<file path="src/asc_defs.svh">
`ifndef ASC_DEFS_SVH
`define ASC_DEFS_SVH
// Overview of operation
// - combined overrun when unread set replaced
// - per-axis overrun on unread sample overwritten
// - combined new-data once all three fresh
// - per-axis new-data flags, zero after reset
// - x sample, 6-bit signed, index 29
// - y sample, 6-bit signed, index 2B
// - z sample, 6-bit signed, index 2D
// - above-threshold enables request event one
// - below-threshold enables request event one
// - or mode: any enabled event fires
// - and mode: all enabled events together
// - six-direction movement recognition mode
// - six-direction position recognition mode
// - setup register resets to zero
// - source read clears active bit and output, unless a latched event fires in the same cycle
// - 7-bit threshold, reset zero
// - latch option holds request until read

// ==========================================================
// register indices, byte address is four times the index
`define ASC_IDX_STATUS   6'h27
`define ASC_IDX_XOUT     6'h29
`define ASC_IDX_YOUT     6'h2B
`define ASC_IDX_ZOUT     6'h2D
`define ASC_IDX_CFG      6'h30
`define ASC_IDX_SRC      6'h31
`define ASC_IDX_THS      6'h32
`define ASC_IDX_CTRL     6'h38
`define ASC_IDX_IRQ_STAT 6'h39
`define ASC_IDX_IRQ_MASK 6'h3A

// ==========================================================
// field positions
`define ASC_STS_ALL_NEW  3
`define ASC_STS_OVR_LSB  4
`define ASC_STS_ALL_OVR  7
`define ASC_CFG_AND      7
`define ASC_CFG_SIXDIR   6
`define ASC_SRC_ACTIVE   6
`define ASC_CTRL_LATCH   0
`define ASC_IRQ_SET      0
`define ASC_IRQ_OVR      1
`define ASC_IRQ_MOTION   2

// ==========================================================
// reset values
`define ASC_CFG_RST      8'h00
`define ASC_THS_RST      7'h00
`define ASC_MASK_RST     3'h0
`define ASC_STAT_RST     3'h0
`endif

</file>
<file path="src/asc_pkg.sv">
package asc_pkg;
   // interrupt one combination modes, order follows {and, six-dir}
   typedef enum logic [1:0] {
      ASC_MODE_OR,
      ASC_MODE_MOVE,
      ASC_MODE_AND,
      ASC_MODE_POS
   } asc_mode_e;

   typedef logic signed [5:0] asc_smp_t;
   typedef logic [6:0]        asc_ths_t;
endpackage

</file>
<file path="src/asc_evt_if.sv">
interface asc_evt_if;
   import asc_pkg::*;
   logic [7:0]          cfg;
   asc_ths_t            ths;
   logic                latch;
   logic [2:0][5:0]     smp;
   logic                src_rd;
   logic [6:0]          src;
   logic                active;

   modport gen  (input cfg, ths, latch, smp, src_rd, output src, active);
   modport host (output cfg, ths, latch, smp, src_rd, input src, active);
endinterface

</file>
<file path="src/asc_evt_gen.sv">
`include "asc_defs.svh"
module asc_evt_gen (
   input wire logic    pclk,
   input wire logic    presetn,
   asc_evt_if.gen      ev
);
   import asc_pkg::*;

   logic [5:0]  hit;
   logic [5:0]  dir;
   logic [5:0]  prev_dir;
   logic        fire;
   logic        event_active;
   logic [5:0]  flags;
   asc_mode_e   mode;

   // ==========================================================
   // per-axis threshold compare, magnitude symmetric
   genvar a;
   generate
      for (a = 0; a < 3; a++) begin : g_cmp
         logic signed [7:0] s;
         logic signed [7:0] t;
         assign s = {{2{ev.smp[a][5]}}, ev.smp[a]};
         assign t = {1'b0, ev.ths};
         assign hit[2*a+1] = s > t;
         assign hit[2*a]   = s < -t;
      end
   endgenerate

   assign dir  = hit & ev.cfg[5:0];
   assign mode = asc_mode_e'({ev.cfg[`ASC_CFG_AND], ev.cfg[`ASC_CFG_SIXDIR]});

   // ==========================================================
   // mode combination
   always_comb begin
      case (mode)
         ASC_MODE_OR:   fire = |dir;
         ASC_MODE_AND:  fire = (ev.cfg[5:0] != 6'h00) &&
                               (dir == ev.cfg[5:0]);
         ASC_MODE_MOVE: fire = (dir != 6'h00) && (dir != prev_dir);
         ASC_MODE_POS:  fire = (dir != 6'h00) && (dir == prev_dir);
         default:       fire = 1'b0;
      endcase
   end

   always_ff @(posedge pclk or negedge presetn) begin
      if (!presetn) begin
         prev_dir <= 6'h00;
      end else begin
         prev_dir <= dir;
      end
   end

   // ==========================================================
   // source register, live or latched
   always_ff @(posedge pclk or negedge presetn) begin
      if (!presetn) begin
         event_active <= 1'b0;
         flags        <= 6'h00;
      end else if (!ev.latch) begin
         event_active <= fire && !ev.src_rd;
         flags        <= dir;
      end else if (fire) begin
         event_active <= 1'b1;
         flags        <= flags | dir;
      end else if (ev.src_rd) begin
         event_active <= 1'b0;
         flags        <= dir;
      end
   end

   assign ev.src    = {event_active, flags};
   assign ev.active = event_active;
endmodule

</file>
<file path="src/asc_top.sv">
// Decided for this implementation: register access over APB.
`include "asc_defs.svh"
module asc_top (
   input  wire logic                    pclk,
   input  wire logic                    presetn,
   input  wire logic                    psel,
   input  wire logic                    penable,
   input  wire logic                    pwrite,
   input  wire logic [7:0]              paddr,
   input  wire logic [31:0]             pwdata,
   output logic [31:0]                  prdata,
   output logic                         pready,
   output logic                         pslverr,
   input  wire logic [2:0]              smp_strobe,
   input  wire asc_pkg::asc_smp_t [2:0] smp_data,
   output logic                         motion_int,
   output logic                         irq
);
   import asc_pkg::*;

   // ==========================================================
   // bus decode
   logic [5:0]  idx;
   logic        setup_rd;
   logic        acc_wr;
   logic        acc;
   logic        mapped;
   logic [7:0]  rd_mux;

   assign idx      = paddr[7:2];
   assign setup_rd = psel && !penable && !pwrite;
   assign acc      = psel && penable;
   assign acc_wr   = acc && pwrite && mapped;

   // ==========================================================
   // register state
   logic [7:0]       cfg;
   asc_ths_t         ths;
   logic             latch;
   logic [2:0]       irq_stat;
   logic [2:0]       irq_mask;
   logic [2:0][5:0]  smp_q;
   logic [2:0]       new_q;
   logic [2:0]       ovr_q;
   logic [2:0]       rd_axis;
   logic [2:0]       rd_seen;
   logic             all_new;
   logic             all_ovr;
   logic             set_done;
   logic             set_ovr;
   logic             seen_all;
   logic             src_rd;
   logic             motion_q;
   logic [2:0]       irq_ev;

   asc_evt_if evb ();

   // ==========================================================
   // address map
   always_comb begin
      mapped = 1'b1;
      rd_mux = 8'h00;
      case (idx)
         `ASC_IDX_STATUS: begin
            rd_mux = {all_ovr, ovr_q, all_new, new_q};
         end
         `ASC_IDX_XOUT: begin
            rd_mux = {{2{smp_q[0][5]}}, smp_q[0]};
         end
         `ASC_IDX_YOUT: begin
            rd_mux = {{2{smp_q[1][5]}}, smp_q[1]};
         end
         `ASC_IDX_ZOUT: begin
            rd_mux = {{2{smp_q[2][5]}}, smp_q[2]};
         end
         `ASC_IDX_CFG: begin
            rd_mux = cfg;
         end
         `ASC_IDX_SRC: begin
            rd_mux = {1'b0, evb.src};
         end
         `ASC_IDX_THS: begin
            rd_mux = {1'b0, ths};
         end
         `ASC_IDX_CTRL: begin
            rd_mux = {7'h00, latch};
         end
         `ASC_IDX_IRQ_STAT: begin
            rd_mux = {5'h00, irq_stat};
         end
         `ASC_IDX_IRQ_MASK: begin
            rd_mux = {5'h00, irq_mask};
         end
         default: begin
            mapped = 1'b0;
         end
      endcase
      if (paddr[1:0] != 2'b00) begin
         mapped = 1'b0;
         rd_mux = 8'h00;
      end
   end

   // ==========================================================
   // apb answer, zero wait states
   assign pready  = 1'b1;
   assign pslverr = acc && !mapped;

   // read data caught at the setup edge, together with read side effects
   always_ff @(posedge pclk or negedge presetn) begin
      if (!presetn) begin
         prdata <= 32'h0000_0000;
      end else if (setup_rd) begin
         prdata <= {24'h00_0000, rd_mux};
      end
   end

   // ==========================================================
   // read side effects
   assign rd_axis[0] = setup_rd && mapped && (idx == `ASC_IDX_XOUT);
   assign rd_axis[1] = setup_rd && mapped && (idx == `ASC_IDX_YOUT);
   assign rd_axis[2] = setup_rd && mapped && (idx == `ASC_IDX_ZOUT);
   assign src_rd     = setup_rd && mapped && (idx == `ASC_IDX_SRC);

   // ==========================================================
   // writable configuration
   always_ff @(posedge pclk or negedge presetn) begin
      if (!presetn) begin
         cfg <= `ASC_CFG_RST;
      end else if (acc_wr && idx == `ASC_IDX_CFG) begin
         cfg <= pwdata[7:0];
      end
   end

   always_ff @(posedge pclk or negedge presetn) begin
      if (!presetn) begin
         ths <= `ASC_THS_RST;
      end else if (acc_wr && idx == `ASC_IDX_THS) begin
         ths <= pwdata[6:0];
      end
   end

   always_ff @(posedge pclk or negedge presetn) begin
      if (!presetn) begin
         latch <= 1'b0;
      end else if (acc_wr && idx == `ASC_IDX_CTRL) begin
         latch <= pwdata[`ASC_CTRL_LATCH];
      end
   end

   always_ff @(posedge pclk or negedge presetn) begin
      if (!presetn) begin
         irq_mask <= `ASC_MASK_RST;
      end else if (acc_wr && idx == `ASC_IDX_IRQ_MASK) begin
         irq_mask <= pwdata[2:0];
      end
   end

   // ==========================================================
   // per-axis sample, new-data and overrun
   genvar a;
   generate
      for (a = 0; a < 3; a++) begin : g_axis
         always_ff @(posedge pclk or negedge presetn) begin
            if (!presetn) begin
               smp_q[a] <= 6'h00;
            end else if (smp_strobe[a]) begin
               smp_q[a] <= smp_data[a];
            end
         end

         always_ff @(posedge pclk or negedge presetn) begin
            if (!presetn) begin
               new_q[a] <= 1'b0;
            end else if (smp_strobe[a]) begin
               new_q[a] <= 1'b1;
            end else if (rd_axis[a]) begin
               new_q[a] <= 1'b0;
            end
         end

         always_ff @(posedge pclk or negedge presetn) begin
            if (!presetn) begin
               ovr_q[a] <= 1'b0;
            end else if (smp_strobe[a] && new_q[a] && !rd_axis[a]) begin
               ovr_q[a] <= 1'b1;
            end else if (rd_axis[a]) begin
               ovr_q[a] <= 1'b0;
            end
         end
      end
   endgenerate

   // ==========================================================
   // combined flags
   // a set completes when the last missing axis arrives
   assign set_done = (|smp_strobe) && (&(new_q | smp_strobe)) && !(&new_q);
   assign set_ovr  = (&smp_strobe) && all_new && !(|rd_seen) &&
                     !(|rd_axis);
   assign seen_all = &(rd_seen | rd_axis);

   always_ff @(posedge pclk or negedge presetn) begin
      if (!presetn) begin
         rd_seen <= 3'h0;
      end else if (seen_all) begin
         rd_seen <= 3'h0;
      end else begin
         rd_seen <= rd_seen | rd_axis;
      end
   end

   always_ff @(posedge pclk or negedge presetn) begin
      if (!presetn) begin
         all_new <= 1'b0;
      end else if (set_done || set_ovr) begin
         all_new <= 1'b1;
      end else if (seen_all) begin
         all_new <= 1'b0;
      end
   end

   always_ff @(posedge pclk or negedge presetn) begin
      if (!presetn) begin
         all_ovr <= 1'b0;
      end else if (set_ovr) begin
         all_ovr <= 1'b1;
      end else if (seen_all) begin
         all_ovr <= 1'b0;
      end
   end

   // ==========================================================
   // interrupt one generator
   assign evb.cfg    = cfg;
   assign evb.ths    = ths;
   assign evb.latch  = latch;
   assign evb.smp    = smp_q;
   assign evb.src_rd = src_rd;

   asc_evt_gen u_evt (
      .pclk    (pclk),
      .presetn (presetn),
      .ev      (evb.gen)
   );

   assign motion_int = evb.active;

   // ==========================================================
   // block interrupt: sticky status, write one to clear
   always_ff @(posedge pclk or negedge presetn) begin
      if (!presetn) begin
         motion_q <= 1'b0;
      end else begin
         motion_q <= evb.active;
      end
   end

   assign irq_ev[`ASC_IRQ_SET]    = set_done || set_ovr;
   assign irq_ev[`ASC_IRQ_OVR]    = set_ovr || |(smp_strobe & new_q & ~rd_axis);
   assign irq_ev[`ASC_IRQ_MOTION] = evb.active && !motion_q;

   always_ff @(posedge pclk or negedge presetn) begin
      if (!presetn) begin
         irq_stat <= `ASC_STAT_RST;
      end else if (acc_wr && idx == `ASC_IDX_IRQ_STAT) begin
         irq_stat <= (irq_stat & ~pwdata[2:0]) | irq_ev;
      end else begin
         irq_stat <= irq_stat | irq_ev;
      end
   end

   always_ff @(posedge pclk or negedge presetn) begin
      if (!presetn) begin
         irq <= 1'b0;
      end else begin
         irq <= |(irq_stat & irq_mask);
      end
   end
endmodule
</file>
<file path="config.mk">
export PLATFORM = sky130hd
export DESIGN_NAME = asc_top
export DESIGN_NICKNAME = d
export VERILOG_FILES = /design/src/asc_pkg.sv /design/src/asc_evt_if.sv /design/src/asc_evt_gen.sv /design/src/asc_top.sv
export VERILOG_INCLUDE_DIRS = /design/src /design/src/src
export SDC_FILE = /design/constraint.sdc
export NUM_CORES = 1
export LEC_CHECK = 0
export BUFFER_PORTS_ARGS = -buffer_cell sky130_fd_sc_hd__buf_4
export CORE_ASPECT_RATIO = 0.7
export CORE_MARGIN = 2
export CORE_UTILIZATION = 48
export DETAILED_ROUTE_END_ITERATION = 12
export PLACE_DENSITY_LB_ADDON = 0.3
export SYNTH_ARGS = -nofsm -noshare
export SYNTH_HDL_FRONTEND = slang
export SYNTH_SLANG_ARGS = --single-unit
export TNS_END_PERCENT = 10
</file>
<file path="constraint.sdc">
create_clock -name pclk -period 4.1 [get_ports pclk]
set_input_delay 0.205 -clock pclk [delete_from_list [all_inputs] [get_ports pclk]]
set_output_delay 0.205 -clock pclk [all_outputs]
set_load 0.02 [all_outputs]
</file>
# Yosys cells after proc, flatten, opt, wreduce, memory -nomap -nowiden
# Index checks and enable logic that the tools add are counted.
[totals]
regBits = 74
output_inout_bits = 36
inputBits = 66
elab_cells = 152
[op_classes]
eq_ne = 17
magnitude_cmp = 6
n_reduce_logical = 68
n_mux = 25
bitwise_logic = 12
addsub = 1
[ops]
columns = ["op", "count"]
rows = [
  ["one-hot mux 8 bit (10 select lines)", 1],
  ["== test 6 bit (second input constant)", 10],
  ["logical AND 1 bit", 32],
  ["greater-than comparator 6 x 8 -> 1 bit", 3],
  ["< comparator 6 x 8 -> 1 bit", 3],
  ["two-way mux 6 bit", 3],
  ["nonzero test 2 bit", 9],
  ["two-way mux 1 bit", 17],
  ["OR reduction 3 bit", 5],
  ["AND 3 bit", 4],
  ["== test 6 bit", 2],
  ["OR 3 bit", 4],
  ["AND reduction 3 bit", 4],
  ["nonzero test 6 bit", 2],
  ["zero test 1 bit", 11],
  ["OR reduction 10 bit", 1],
  ["two-way mux 8 bit", 1],
  ["negator 7 -> 8 bit", 1],
  ["AND 6 bit", 1],
  ["two-way mux 3 bit", 2],
  ["!= test 6 bit", 1],
  ["inverter 3 bit", 2],
  ["OR 6 bit", 1],
  ["OR reduction 6 bit", 1],
  ["other kinds (6)", 8],
]

# Logic depth before layout (Yosys ltp)
# Gate-level depths: netlist (run 1).
[depth]
ltp_word = 12
ltp_mapped = 15
ltp_nobuf = 13

# By module
# From an unflattened synthesis (run 1), not the netlist that was laid out.
[unflattened]
cells_unflattened = 524
hier_area_um2 = 5187.5
[by_module_without_submodules]
columns = ["mod", "n_inst", "seq_area_each_um2", "cells_per_inst", "area_each_um2"]
rows = [
  ["asc_top", 1, 1526.5, 273, 3139.3],
  ["asc_evt_gen", 1, 325.3, 251, 2048.2],
]

# Worst setup path before layout (run 1)
# Ideal clock, no wire load.
[synth_timing]
path_type = "reg-to-reg"
startpoint = "register ths[1] (netlist: evb.ths[1])"
endpoint = "register u_evt.flags[4]"
t_arrival_ns = 3.393
synth_period_minus_slack_ns = 3.527
setup_slack_ns = 0.573
required_ns = 3.966
setup_time_ns = 0.134
stages_incl_launch_ff = 15
n_path_buf = 1
cell_sequence = "dfrtp_1 > inv_1 > ha_1 > or4b_4 > nand2_1 > ha_1 > o2111ai_1 > a21boi_0 > o22ai_2 > a32o_2 > or4_1 > or3_1 > buf_6 > a31oi_1 > a211oi_2"
[synth_between]
elab_chain_cells = 8
word_cells_on_any_way = 22
classes_between = "add/sub: 1; order compare: 6; eq/ne: 4; mux: 4; bitwise: 2; reduce/logical: 5"
[synth_lines]
columns = ["item", "line_no", "source"]
rows = [
  ["start, declared", "asc_top.sv:38", "asc_ths_t ths;"],
  ["start signal, assigned", "asc_top.sv:137", "ths <= `ASC_THS_RST;"],
  ["start signal, assigned", "asc_top.sv:139", "ths <= pwdata[6:0];"],
  ["negator 7 -> 8 bit (*)", "asc_evt_gen.sv:27", "assign hit[2*a] = s < -t;"],
  ["< comparator 6 x 8 -> 1 bit (*)", "asc_evt_gen.sv:27", ""],
  ["AND 6 bit (*)", "asc_evt_gen.sv:31", "assign dir = hit & ev.cfg[5:0];"],
  ["net u_evt.dir[2]", "asc_evt_gen.sv:10", "logic [5:0] dir;"],
  ["== test 6 bit, or another cell as far along", "asc_evt_gen.sv:42", "ASC_MODE_POS: fire = (dir != 6'h00) && (dir == prev_dir);"],
  ["logical AND 1 bit, on equally long branches", "asc_evt_gen.sv:42, asc_evt_gen.sv:39, asc_evt_gen.sv:41", ""],
  ["one-hot mux 1 bit (4 select lines) (*)", "asc_evt_gen.sv:37", "case (mode)"],
  ["two-way mux 6 bit", "asc_evt_gen.sv:64", "end else if (fire) begin"],
  ["two-way mux 6 bit", "asc_evt_gen.sv:61", "end else if (!ev.latch) begin"],
  ["end signal, assigned", "asc_evt_gen.sv:63", "flags <= dir;"],
  ["end signal, assigned", "asc_evt_gen.sv:66", "flags <= flags | dir;"],
  ["end signal, assigned", "asc_evt_gen.sv:69", "flags <= dir;"],
  ["end, declared", "asc_evt_gen.sv:14", "logic [5:0] flags;"],
]
# Mark *: on every way through the listed nets, which the timed path passes. The rest lies on a longest branch. The select of a mux whose other input is x is not followed.
# A chain may end at the register's enable or synchronous reset.

# Worst setup path after layout (run 1)
[layout_timing]
startpoint = "register ths[1] (netlist: evb.ths[1])"
endpoint = "register u_evt.flags[2]"
[layout_between]
elab_chain_cells = 8
word_cells_on_any_way = 22
classes_between = "add/sub: 1; order compare: 6; eq/ne: 4; mux: 4; bitwise: 2; reduce/logical: 5"
[layout_lines]
columns = ["item", "line_no"]
rows = [
  ["negator 7 -> 8 bit (*)", "asc_evt_gen.sv:27"],
  ["< comparator 6 x 8 -> 1 bit (*)", "asc_evt_gen.sv:27"],
  ["AND 6 bit (*)", "asc_evt_gen.sv:31"],
  ["net u_evt.dir[2]", "asc_evt_gen.sv:10"],
  ["== test 6 bit, or another cell as far along", "asc_evt_gen.sv:42"],
  ["logical AND 1 bit, on equally long branches", "asc_evt_gen.sv:42, asc_evt_gen.sv:39, asc_evt_gen.sv:41"],
  ["one-hot mux 1 bit (4 select lines)", "asc_evt_gen.sv:37"],
  ["two-way mux 6 bit", "asc_evt_gen.sv:64"],
  ["two-way mux 6 bit", "asc_evt_gen.sv:61"],
]
# Marked as above.

==> impl_metrics.env, run 1 <==
export IMPL_outcome="finished with violations"
export IMPL_violations="negative hold slack"
export IMPL_antenna_found_initial=0
export IMPL_synth_warning_count=0
export IMPL_fill_cells=899
export IMPL_io_pins=102
export IMPL_diodes=0
export IMPL_pwr_share_comb_pct=14.2
export IMPL_cts_sinks=74
export IMPL_reg2reg_setup_slack_ps=200
export IMPL_root_buffer="clkbuf_16"
export IMPL_reg2regPathDepth=13
export IMPL_drtAntennaViolNets=0
export IMPL_total_power_mw=1.86
export IMPL_drtIter0Drc=437
export IMPL_setup_violations=0
export IMPL_start_util_pct=49.5
export IMPL_vias_per_cell=6.21
export IMPL_place_gp_congestion=0.927
export IMPL_syn_cell_area_sq_um=5130
export IMPL_min_period_over_period_pct=95.1
export IMPL_layout_nets=693
export IMPL_power_frac_seq_pct=42.1
export IMPL_clock_latency_ps=350
export IMPL_syn_to_final_growth_pct=15.5
export IMPL_vdd_drop_max_mv=0.247
export IMPL_grt_pass1_wl_mm=22.9
export IMPL_post_route_min_period_ps=3900
export IMPL_fin_util_pct=57.2
export IMPL_power_switching_mw=0.516
export IMPL_die_x_microns=128
export IMPL_layout_setup_ws_ps=202
export IMPL_dr_pass1_iters=6
export IMPL_core_region_area_sq_um=10400
export IMPL_grt_max_degree=75
export IMPL_worst_setup_path_end_kind="flop"
export IMPL_min_path_type="in -> async"
export IMPL_cp_required_ps=4310
export IMPL_grt_use_met3_pct=6.69
export IMPL_synthDistinctLibCells=76
export IMPL_synth_ff_type="dfrtp_1"
export IMPL_critPathKind="reg -> reg"
export IMPL_clk_pin_slew_ps=60
export IMPL_leakage_nw=2.64
export IMPL_route_detailed_drc=0
export IMPL_cts_buffers=9
export IMPL_dieHeight_microns=90.5
export IMPL_ctsHoldBuffers=0
export IMPL_met1_usage_pct=40.9
export IMPL_h_tree_depth=3
export IMPL_p_clk_share_pct=43.6
export IMPL_hpwl_mm=11.2
export IMPL_grt_pass1_vias=4119
export IMPL_yosys_area_top_type="dfrtp_1"
export IMPL_synthTopCellsByArea="dfrtp_1 (36%), ha_1 (8.3%), mux2_2 (7.2%)"
export IMPL_track_usage_pct=26.0
export IMPL_clock_skew_ps=8.66
export IMPL_cp_start_kind="flop"
export IMPL_cts_tree="done"
export IMPL_use_met2_pct=35.7
export IMPL_arrival_ps=4100
export IMPL_fin_area_sq_um=5920
export IMPL_seq_area_frac_synth_pct=36.1
export IMPL_multiInputGateArea_sq_um=3030
export IMPL_synth_top_area_share_pct=36.1
export IMPL_drv_cap=0
export IMPL_pre_cts_ws_ps=118
export IMPL_switching_share_pct=27.7
export IMPL_relSlewSlack_pct=38.2
export IMPL_ys_async_sr_fraction_pct=100
export IMPL_fmax_ghz=0.257
export IMPL_synthesis_instances=536
export IMPL_core_rowCount=31
export IMPL_synth_avg_cell_area_sq_um=9.57
export IMPL_busiest_layer="met1"
export IMPL_powerDensity_nw_per_um2=315
export IMPL_detailed_place_area_sq_um=5560
export IMPL_finalHoldViolations=11
export IMPL_worstPathMaxFanout=9
export IMPL_worst_pin_slew_ps=919
export IMPL_drv_slew=0
export IMPL_port_buffers=52
export IMPL_grt_remaining_overflow=0
export IMPL_wl_per_cell_microns=20.6
export IMPL_instances_no_fill=730
export IMPL_wl_mm=15.0
export IMPL_finalSetupTns_ps=0
export IMPL_layout_drive_gt1_share_pct=23.6
export IMPL_regArea_sq_um=1850
export IMPL_vias=4536
export IMPL_cts_buffer_depth=2
export IMPL_floorplan_die_area_sq_um=11500
export IMPL_whs_ps=-6.59
export IMPL_ys_seq_elements=74
export IMPL_intPower_mw=1.35
export IMPL_synth_edf_count=0
export IMPL_dpl_cell_count=710
-- critical path: stages (launching register included) --
cell,delay (ps)
dfrtp_1,440
inv_1,200
ha_1,210
or4b_4,490
nand2_1,150
ha_1,160
o2111ai_1,160
a21boi_0,260
o22ai_2,170
a32o_2,320
or4_1,510
or3_4,410
a31oi_1,210
a311oi_2,60
-- layer usage --
layer	wire length, microns	vias up
met5	0	-
met4	196	0
met3	1480	17
met2	6160	235
met1	7200	2199
li1	-	2085
-- cells in the final DEF, fill, tap and decap left out, types with 5 or more instances in the layout --
cell and instances:
a22oi_1 9, a311oi_2 5, a21o_1 12, a31oi_1 11, o211ai_1 6, clkbuf_16 9, dfrtp_1 74, nor3b_1 5
ha_1 34, inv_1 27, nand4_1 9, conb_1 25, nand2_1 40, nor3_1 7, and2_1 5, mux2_2 33
a21oi_1 27, o21ai_0 22, nand4b_1 5, buf_4 63, nor2b_1 9, o21a_1 5, nand3_1 19, mux2i_1 8
nor2_1 32, a22o_1 9
-- repair_timing --
item,CTS,global route
endpoints found under the setup margin,0,7
setup buffers,0,3
gates resized for setup,0,6
endpoints found under the hold margin,0,0
-- cells in the mapped netlist (all sizes together), types with 3 or more instances --
cell and count:
nor4 5, a22o 9, nand2 40, nand4b 5
mux2i 8, a311oi 5, a22oi 10, nor2b 9
nand2b 4, dfrtp 74, a211oi 5, a21oi 27
and2 5, ha 34, o211ai 6, o21ai 23
o2111ai 3, o22ai 5, nand4 9, nor3 8
nor3b 5, mux2 33, o21a 5, a31oi 11
nand3 22, inv 27, buf 30, clkbuf 11
a21o 13, nor2 34, or2 4, a221oi 4
-- final cells by class --
class                   instances  area share [%]
clock inverters                 6            1.10
well taps                     132            2.79
repair buffers                 63            7.99
flip-flops and latches         74            31.3
multi-input cells             418            51.1
clock buffers                  10            4.04
inverters                      27            1.71
-- kinds of logic (layout without fill, tap and decap cells) --
kind of cell	after synthesis	count (layout)	share of synthesized area [%]
multiplexers	41	41	8.81
buffers and inverters	68	106	7.20
AO/OA/AOI/OAI	149	150	21.2
adder cells (fa/ha/maj)	34	34	8.29
XOR/XNOR	4	4	0.683
other	2	25	0.146
flip-flops	74	74	36.1
AND/OR/NAND/NOR	164	164	17.6
-- flip-flops by register name, indices dropped and copies added (netlist names) --
signal           cells
u_evt.prev_dir       6
evb.ths              7
u_evt.flags          6
u_evt.ev.active      1
irq_mask             3
irq                  1
new_q                3
irq_stat             3
ovr_q                3
rd_seen              3
prdata               8
evb.latch            1
cfg                  8
motion_q             1
all_new              1
evb.smp             18
all_ovr              1
-- final timing paths --
path                                endpoint        start
max reg2reg                   u_evt.flags[2]   evb.ths[1]
max in group asynchronous  u_evt.prev_dir[3]      presetn
min in group pclk                 evb.smp[5]  smp_data[5]
min                                 ovr_q[1]      presetn
max                           u_evt.flags[2]   evb.ths[1]
min reg2reg                      irq_stat[2]     motion_q
-- power groups by stage --
stage / Sequential (mW) / Clock, mW / Combinational (mW)
floorplan: 0.780 / 0 / 0.185
global placement: 0.796 / 0 / 0.250
detailed placement: 0.797 / 0 / 0.259
CTS: 0.784 / 0.825 / 0.262
global route: 0.787 / 0.857 / 0.294
finish: 0.785 / 0.813 / 0.265
Note: power is estimated with default switching activity, not from simulation.
==> inputs of run 2 (changes only) <==
--- a/config.mk
+++ b/config.mk
@@ -11,7 +11,8 @@
 export CORE_MARGIN = 2
 export CORE_UTILIZATION = 48
 export DETAILED_ROUTE_END_ITERATION = 12
-export PLACE_DENSITY_LB_ADDON = 0.3
+export PLACE_DENSITY = 0.71
+export REMOVE_ABC_BUFFERS = 1
 export SYNTH_ARGS = -nofsm -noshare
 export SYNTH_HDL_FRONTEND = slang
 export SYNTH_SLANG_ARGS = --single-unit
==> run 2 against run 1 <==
The flow now finishes without violations. Die area unchanged. Maximum frequency down 0.79%. Critical path type unchanged. Global-route usage up 0.35 points.
==> impl_metrics.env, run 2 (synthesis gave the netlist of run 1 again) <==
export IMPL_route_detailed_drc=0
export IMPL_final_common_cell="dfrtp_1"
export IMPL_setup_violations=0
export IMPL_clock_latency_ps=340
export IMPL_hpwl_mm=11.5
export IMPL_reg2reg_setup_slack_ps=170
export IMPL_cts_buffers=9
export IMPL_dpl_cell_count=711
export IMPL_worst_setup_path_end_kind="flop"
export IMPL_drtAntennaViolNets=0
export IMPL_syn_to_final_growth_pct=15.3
export IMPL_total_power_mw=1.90
export IMPL_min_path_type="in -> async"
export IMPL_whs_ps=3.58
export IMPL_drv_slew=0
export IMPL_io_pins=102
export IMPL_vias=4621
export IMPL_leakage_nw=2.64
export IMPL_core_region_area_sq_um=10400
export IMPL_worstPathMaxFanout=9
export IMPL_dieHeight_microns=90.5
export IMPL_vias_per_cell=6.35
export IMPL_cts_sinks=74
export IMPL_port_buffers=52
export IMPL_cp_required_ps=4300
export IMPL_track_usage_pct=26.4
export IMPL_die_x_microns=128
export IMPL_finalSetupTns_ps=0
export IMPL_cts_buffer_depth=2
export IMPL_fin_util_pct=57.1
export IMPL_detailed_place_area_sq_um=5570
export IMPL_fill_cells=921
export IMPL_h_tree_depth=3
export IMPL_drv_cap=0
export IMPL_grt_max_degree=75
export IMPL_start_util_pct=49.5
export IMPL_diodes=0
export IMPL_wl_per_cell_microns=20.8
export IMPL_layout_setup_ws_ps=171
export IMPL_rsz0062_at_grt="false"
export IMPL_drtIter0Drc=479
export IMPL_dr_pass1_iters=5
export IMPL_floorplan_die_area_sq_um=11500
export IMPL_vdd_drop_max_mv=0.236
export IMPL_grt_pass1_vias=4298
export IMPL_arrival_ps=4130
export IMPL_antenna_found_initial=0
export IMPL_relSlewSlack_pct=36.1
export IMPL_outcome="completed"
export IMPL_clock_skew_ps=7.78
export IMPL_worst_pin_slew_ps=950
export IMPL_finalHoldViolations=0
export IMPL_mostFrequentLayoutCells="dfrtp_1 (74), buf_4 (63), nand2_1 (40), ha_1 (34), mux2_2 (33)"
export IMPL_post_route_min_period_ps=3930
export IMPL_instances_no_fill=728
export IMPL_grt_pass1_wl_mm=23.6
export IMPL_largest_reg_flops=18
export IMPL_layout_nets=692
export IMPL_min_period_over_period_pct=95.8
export IMPL_root_buffer="clkbuf_16"
export IMPL_powerDensity_nw_per_um2=322
export IMPL_clk_pin_slew_ps=60
export IMPL_cts_tree="done"
export IMPL_wl_mm=15.1
export IMPL_fin_area_sq_um=5910
export IMPL_core_rowCount=31
export IMPL_critPathKind="reg -> reg"
export IMPL_layout_drive_gt1_share_pct=23.3
export IMPL_fmax_ghz=0.255
export IMPL_grt_remaining_overflow=0
export IMPL_pre_cts_ws_ps=151
export IMPL_place_gp_congestion=0.941
export IMPL_cp_start_kind="flop"
-- run 2: repair_timing --
action / in CTS / in global routing
endpoints found under the setup margin: 0 / 7
resized for setup: 0 / 4
hold buffers: 0 / 0
setup buffers: 0 / 2
-- run 2: path summary, 6_finish.rpt --
path | to | start | cells after the start
min | prdata[0] | presetn | 1
max in group asynchronous | irq_mask[1] | presetn | 1
max | u_evt.flags[3] | evb.ths[1] | 13
min reg2reg | irq_stat[2] | motion_q | 1
min in group pclk | evb.smp[5] | smp_data[5] | 3
max reg2reg | u_evt.flags[3] | evb.ths[1] | 13
-- run 2: report_power, final --
part	leakage [nW]	switching (mW)	internal (mW)
sequential	0.937	0.0338	0.750
clock	0.158	0.305	0.545
combinational	1.55	0.159	0.110
-- run 2: final cells by class --
class,count,area [sq um],share of cell area (%)
Tap cell,132,165,2.79
Multi-Input combinational cell,417,3000,50.8
Sequential cell,74,1850,31.3
Clock buffer,10,239,4.04
Clock inverter,5,78.8,1.33
Timing Repair Buffer,63,473,8.00
Inverter,27,101,1.71
-- run 2: worst max-delay path: stages (launching register included) --
cell	delay, ps
dfrtp_1	440
inv_1	170
ha_1	200
or4b_4	490
nand2_1	150
ha_1	160
o2111ai_1	210
a21boi_0	260
o22ai_2	160
a32o_2	330
or4_1	500
or3_4	410
a31oi_1	220
a311oi_2	70
-- run 2: per-layer routing --
metal	track usage (%)	up-vias	part of all wire [%]
met1	40.7	2242	46
met5	0	-	0
met3	6.10	20	9.7
met4	7.69	0	1.2
li1	-	2099	-
met2	36.5	260	43
==> inputs of run 3 (changes only) <==
==> constraint.sdc (replaced) <==
create_clock -name pclk -period 5 [get_ports pclk]
set_input_delay 0.25 -clock pclk [delete_from_list [all_inputs] [get_ports pclk]]
set_output_delay 0.25 -clock pclk [all_outputs]
set_load 0.02 [all_outputs]
==> run 3 against run 2 <==
Register-to-register slack better by 670 ps. Via count is 0.32% higher. First-iteration DRC count is 12% lower. Largest power group unchanged.
==> impl_metrics.env, run 3 (synthesis gave the netlist of run 1 again) <==
export IMPL_outcome="completed"
export IMPL_cts_buffer_depth=2
export IMPL_route_detailed_drc=0
export IMPL_core_region_area_sq_um=10400
export IMPL_place_gp_congestion=0.943
export IMPL_grt_pass1_vias=4202
export IMPL_finalHoldViolations=0
export IMPL_mostFrequentLayoutCells="dfrtp_1 (74), buf_4 (55), nand2_1 (40), ha_1 (34)"
export IMPL_start_util_pct=49.5
export IMPL_cts_sinks=74
export IMPL_leakage_nw=2.60
export IMPL_relSlewSlack_pct=34.4
export IMPL_pwr_share_comb_pct=14.4
export IMPL_hpwl_mm=11.5
export IMPL_finalSetupTns_ps=0
export IMPL_wl_mm=15.0
export IMPL_reg2regPathDepth=13
export IMPL_die_x_microns=128
export IMPL_io_pins=102
export IMPL_grt_max_degree=75
export IMPL_grt_remaining_overflow=0
export IMPL_total_power_mw=1.52
export IMPL_dr_pass1_iters=5
export IMPL_grt_pass1_wl_mm=23.4
export IMPL_worstPathMaxFanout=9
export IMPL_post_route_min_period_ps=4160
export IMPL_floorplan_die_area_sq_um=11500
export IMPL_vias=4636
export IMPL_intPower_mw=1.11
export IMPL_clk_pin_slew_ps=60
export IMPL_setup_violations=0
export IMPL_final_common_cell="dfrtp_1"
export IMPL_drtIter0Drc=421
export IMPL_clock_latency_ps=330
export IMPL_fill_cells=879
export IMPL_fmax_ghz=0.240
export IMPL_cts_tree="done"
export IMPL_p_clk_share_pct=43.3
export IMPL_dieHeight_microns=90.5
export IMPL_h_tree_depth=3
export IMPL_min_path_type="in -> async"
export IMPL_vdd_drop_max_mv=0.168
export IMPL_cp_required_ps=5200
export IMPL_rsz0062_at_grt="false"
export IMPL_antenna_found_initial=0
export IMPL_power_switching_mw=0.405
export IMPL_cp_start_kind="flop"
export IMPL_root_buffer="clkbuf_16"
export IMPL_power_frac_seq_pct=42.3
export IMPL_syn_to_final_growth_pct=13.7
export IMPL_cts_setup_buffers=0
export IMPL_largest_reg_flops=18
export IMPL_critPathKind="reg -> reg"
export IMPL_wl_per_cell_microns=20.8
export IMPL_track_usage_pct=26.2
export IMPL_pre_cts_ws_ps=880
export IMPL_diodes=0
export IMPL_core_rowCount=31
export IMPL_cts_resized=0
export IMPL_drtAntennaViolNets=0
export IMPL_worst_setup_path_end_kind="flop"
export IMPL_layout_drive_gt1_share_pct=21.9
export IMPL_clock_skew_ps=5.15
export IMPL_layout_nets=684
export IMPL_vias_per_cell=6.43
export IMPL_port_buffers=52
export IMPL_drv_cap=0
export IMPL_drv_slew=0
export IMPL_cts_buffers=9
export IMPL_min_period_over_period_pct=83.3
export IMPL_powerDensity_nw_per_um2=261
export IMPL_arrival_ps=4360
export IMPL_ctsHoldBuffers=0
export IMPL_switching_share_pct=26.6
export IMPL_layout_setup_ws_ps=837
export IMPL_worst_pin_slew_ps=976
-- run 3: worst max-delay path: stages (launching register included) --
cell and delay, ps:
dfrtp_1 440, inv_1 180, ha_1 330, or4b_4 530, nand2_1 140, ha_1 160, o2111ai_1 200, a21boi_0 260
o22ai_2 170, a32o_2 330, or4_1 490, or3_1 480, a31oi_1 260, a311oi_2 60
-- run 3: power by group through the flow --
stage	sequential (mW)	combinational, mW	clock (mW)
final	0.643	0.219	0.658
after global routing	0.644	0.241	0.696
after global placement	0.652	0.205	0
after CTS	0.642	0.216	0.665
after floorplan	0.639	0.130	0
after detailed placement	0.653	0.215	0
-- run 3: path summary, 6_finish.rpt --
| path | start | end | slack [ps] |
|---|---|---|---|
| min reg2reg | motion_q | irq_stat[2] | 420 |
| max in group asynchronous | presetn | u_evt.prev_dir[3] | 4350 |
| min | presetn | prdata[0] | 50 |
| min in group pclk | smp_data[5] | evb.smp[5] | 140 |
| max | evb.ths[1] | u_evt.flags[3] | 840 |
| max reg2reg | evb.ths[1] | u_evt.flags[3] | 840 |
-- run 3: layout make-up --
| class | count | area (sq um) | area share [%] |
|---|---|---|---|
| inverters | 27 | 101 | 1.74 |
| flip-flops and latches | 74 | 1850 | 31.8 |
| repair buffers | 55 | 413 | 7.08 |
| clock buffers | 11 | 253 | 4.33 |
| multi-input cells | 417 | 2990 | 51.4 |
| well taps | 132 | 165 | 2.83 |
| clock inverters | 5 | 52.6 | 0.901 |
-- run 3: routing by layer --
layer | vias to the layer above | wire length, microns | GRT usage, %
li1 | 2058 | - | -
met1 | 2269 | 6700 | 39.1
met2 | 286 | 6360 | 36.7
met3 | 23 | 1680 | 7.46
met4 | 0 | 219 | 7.33
met5 | - | 0 | 0
-- run 3: per-stage QoR --
step | instances | utilization (%) | hold WS [ps] | cell area [sq um]
6_report | 721 | 56.3 | 52.9 | 5830
5_1_grt | 721 | 56.3 | 126 | 5830
4_1_cts | 721 | 56.3 | 89.5 | 5830
3_5_place_dp | 705 | 53.4 | 421 | 5530
3_3_place_gp | 705 | 53.4 | 417 | 5530
2_1_floorplan | 518 | - | -45.6 | 4950
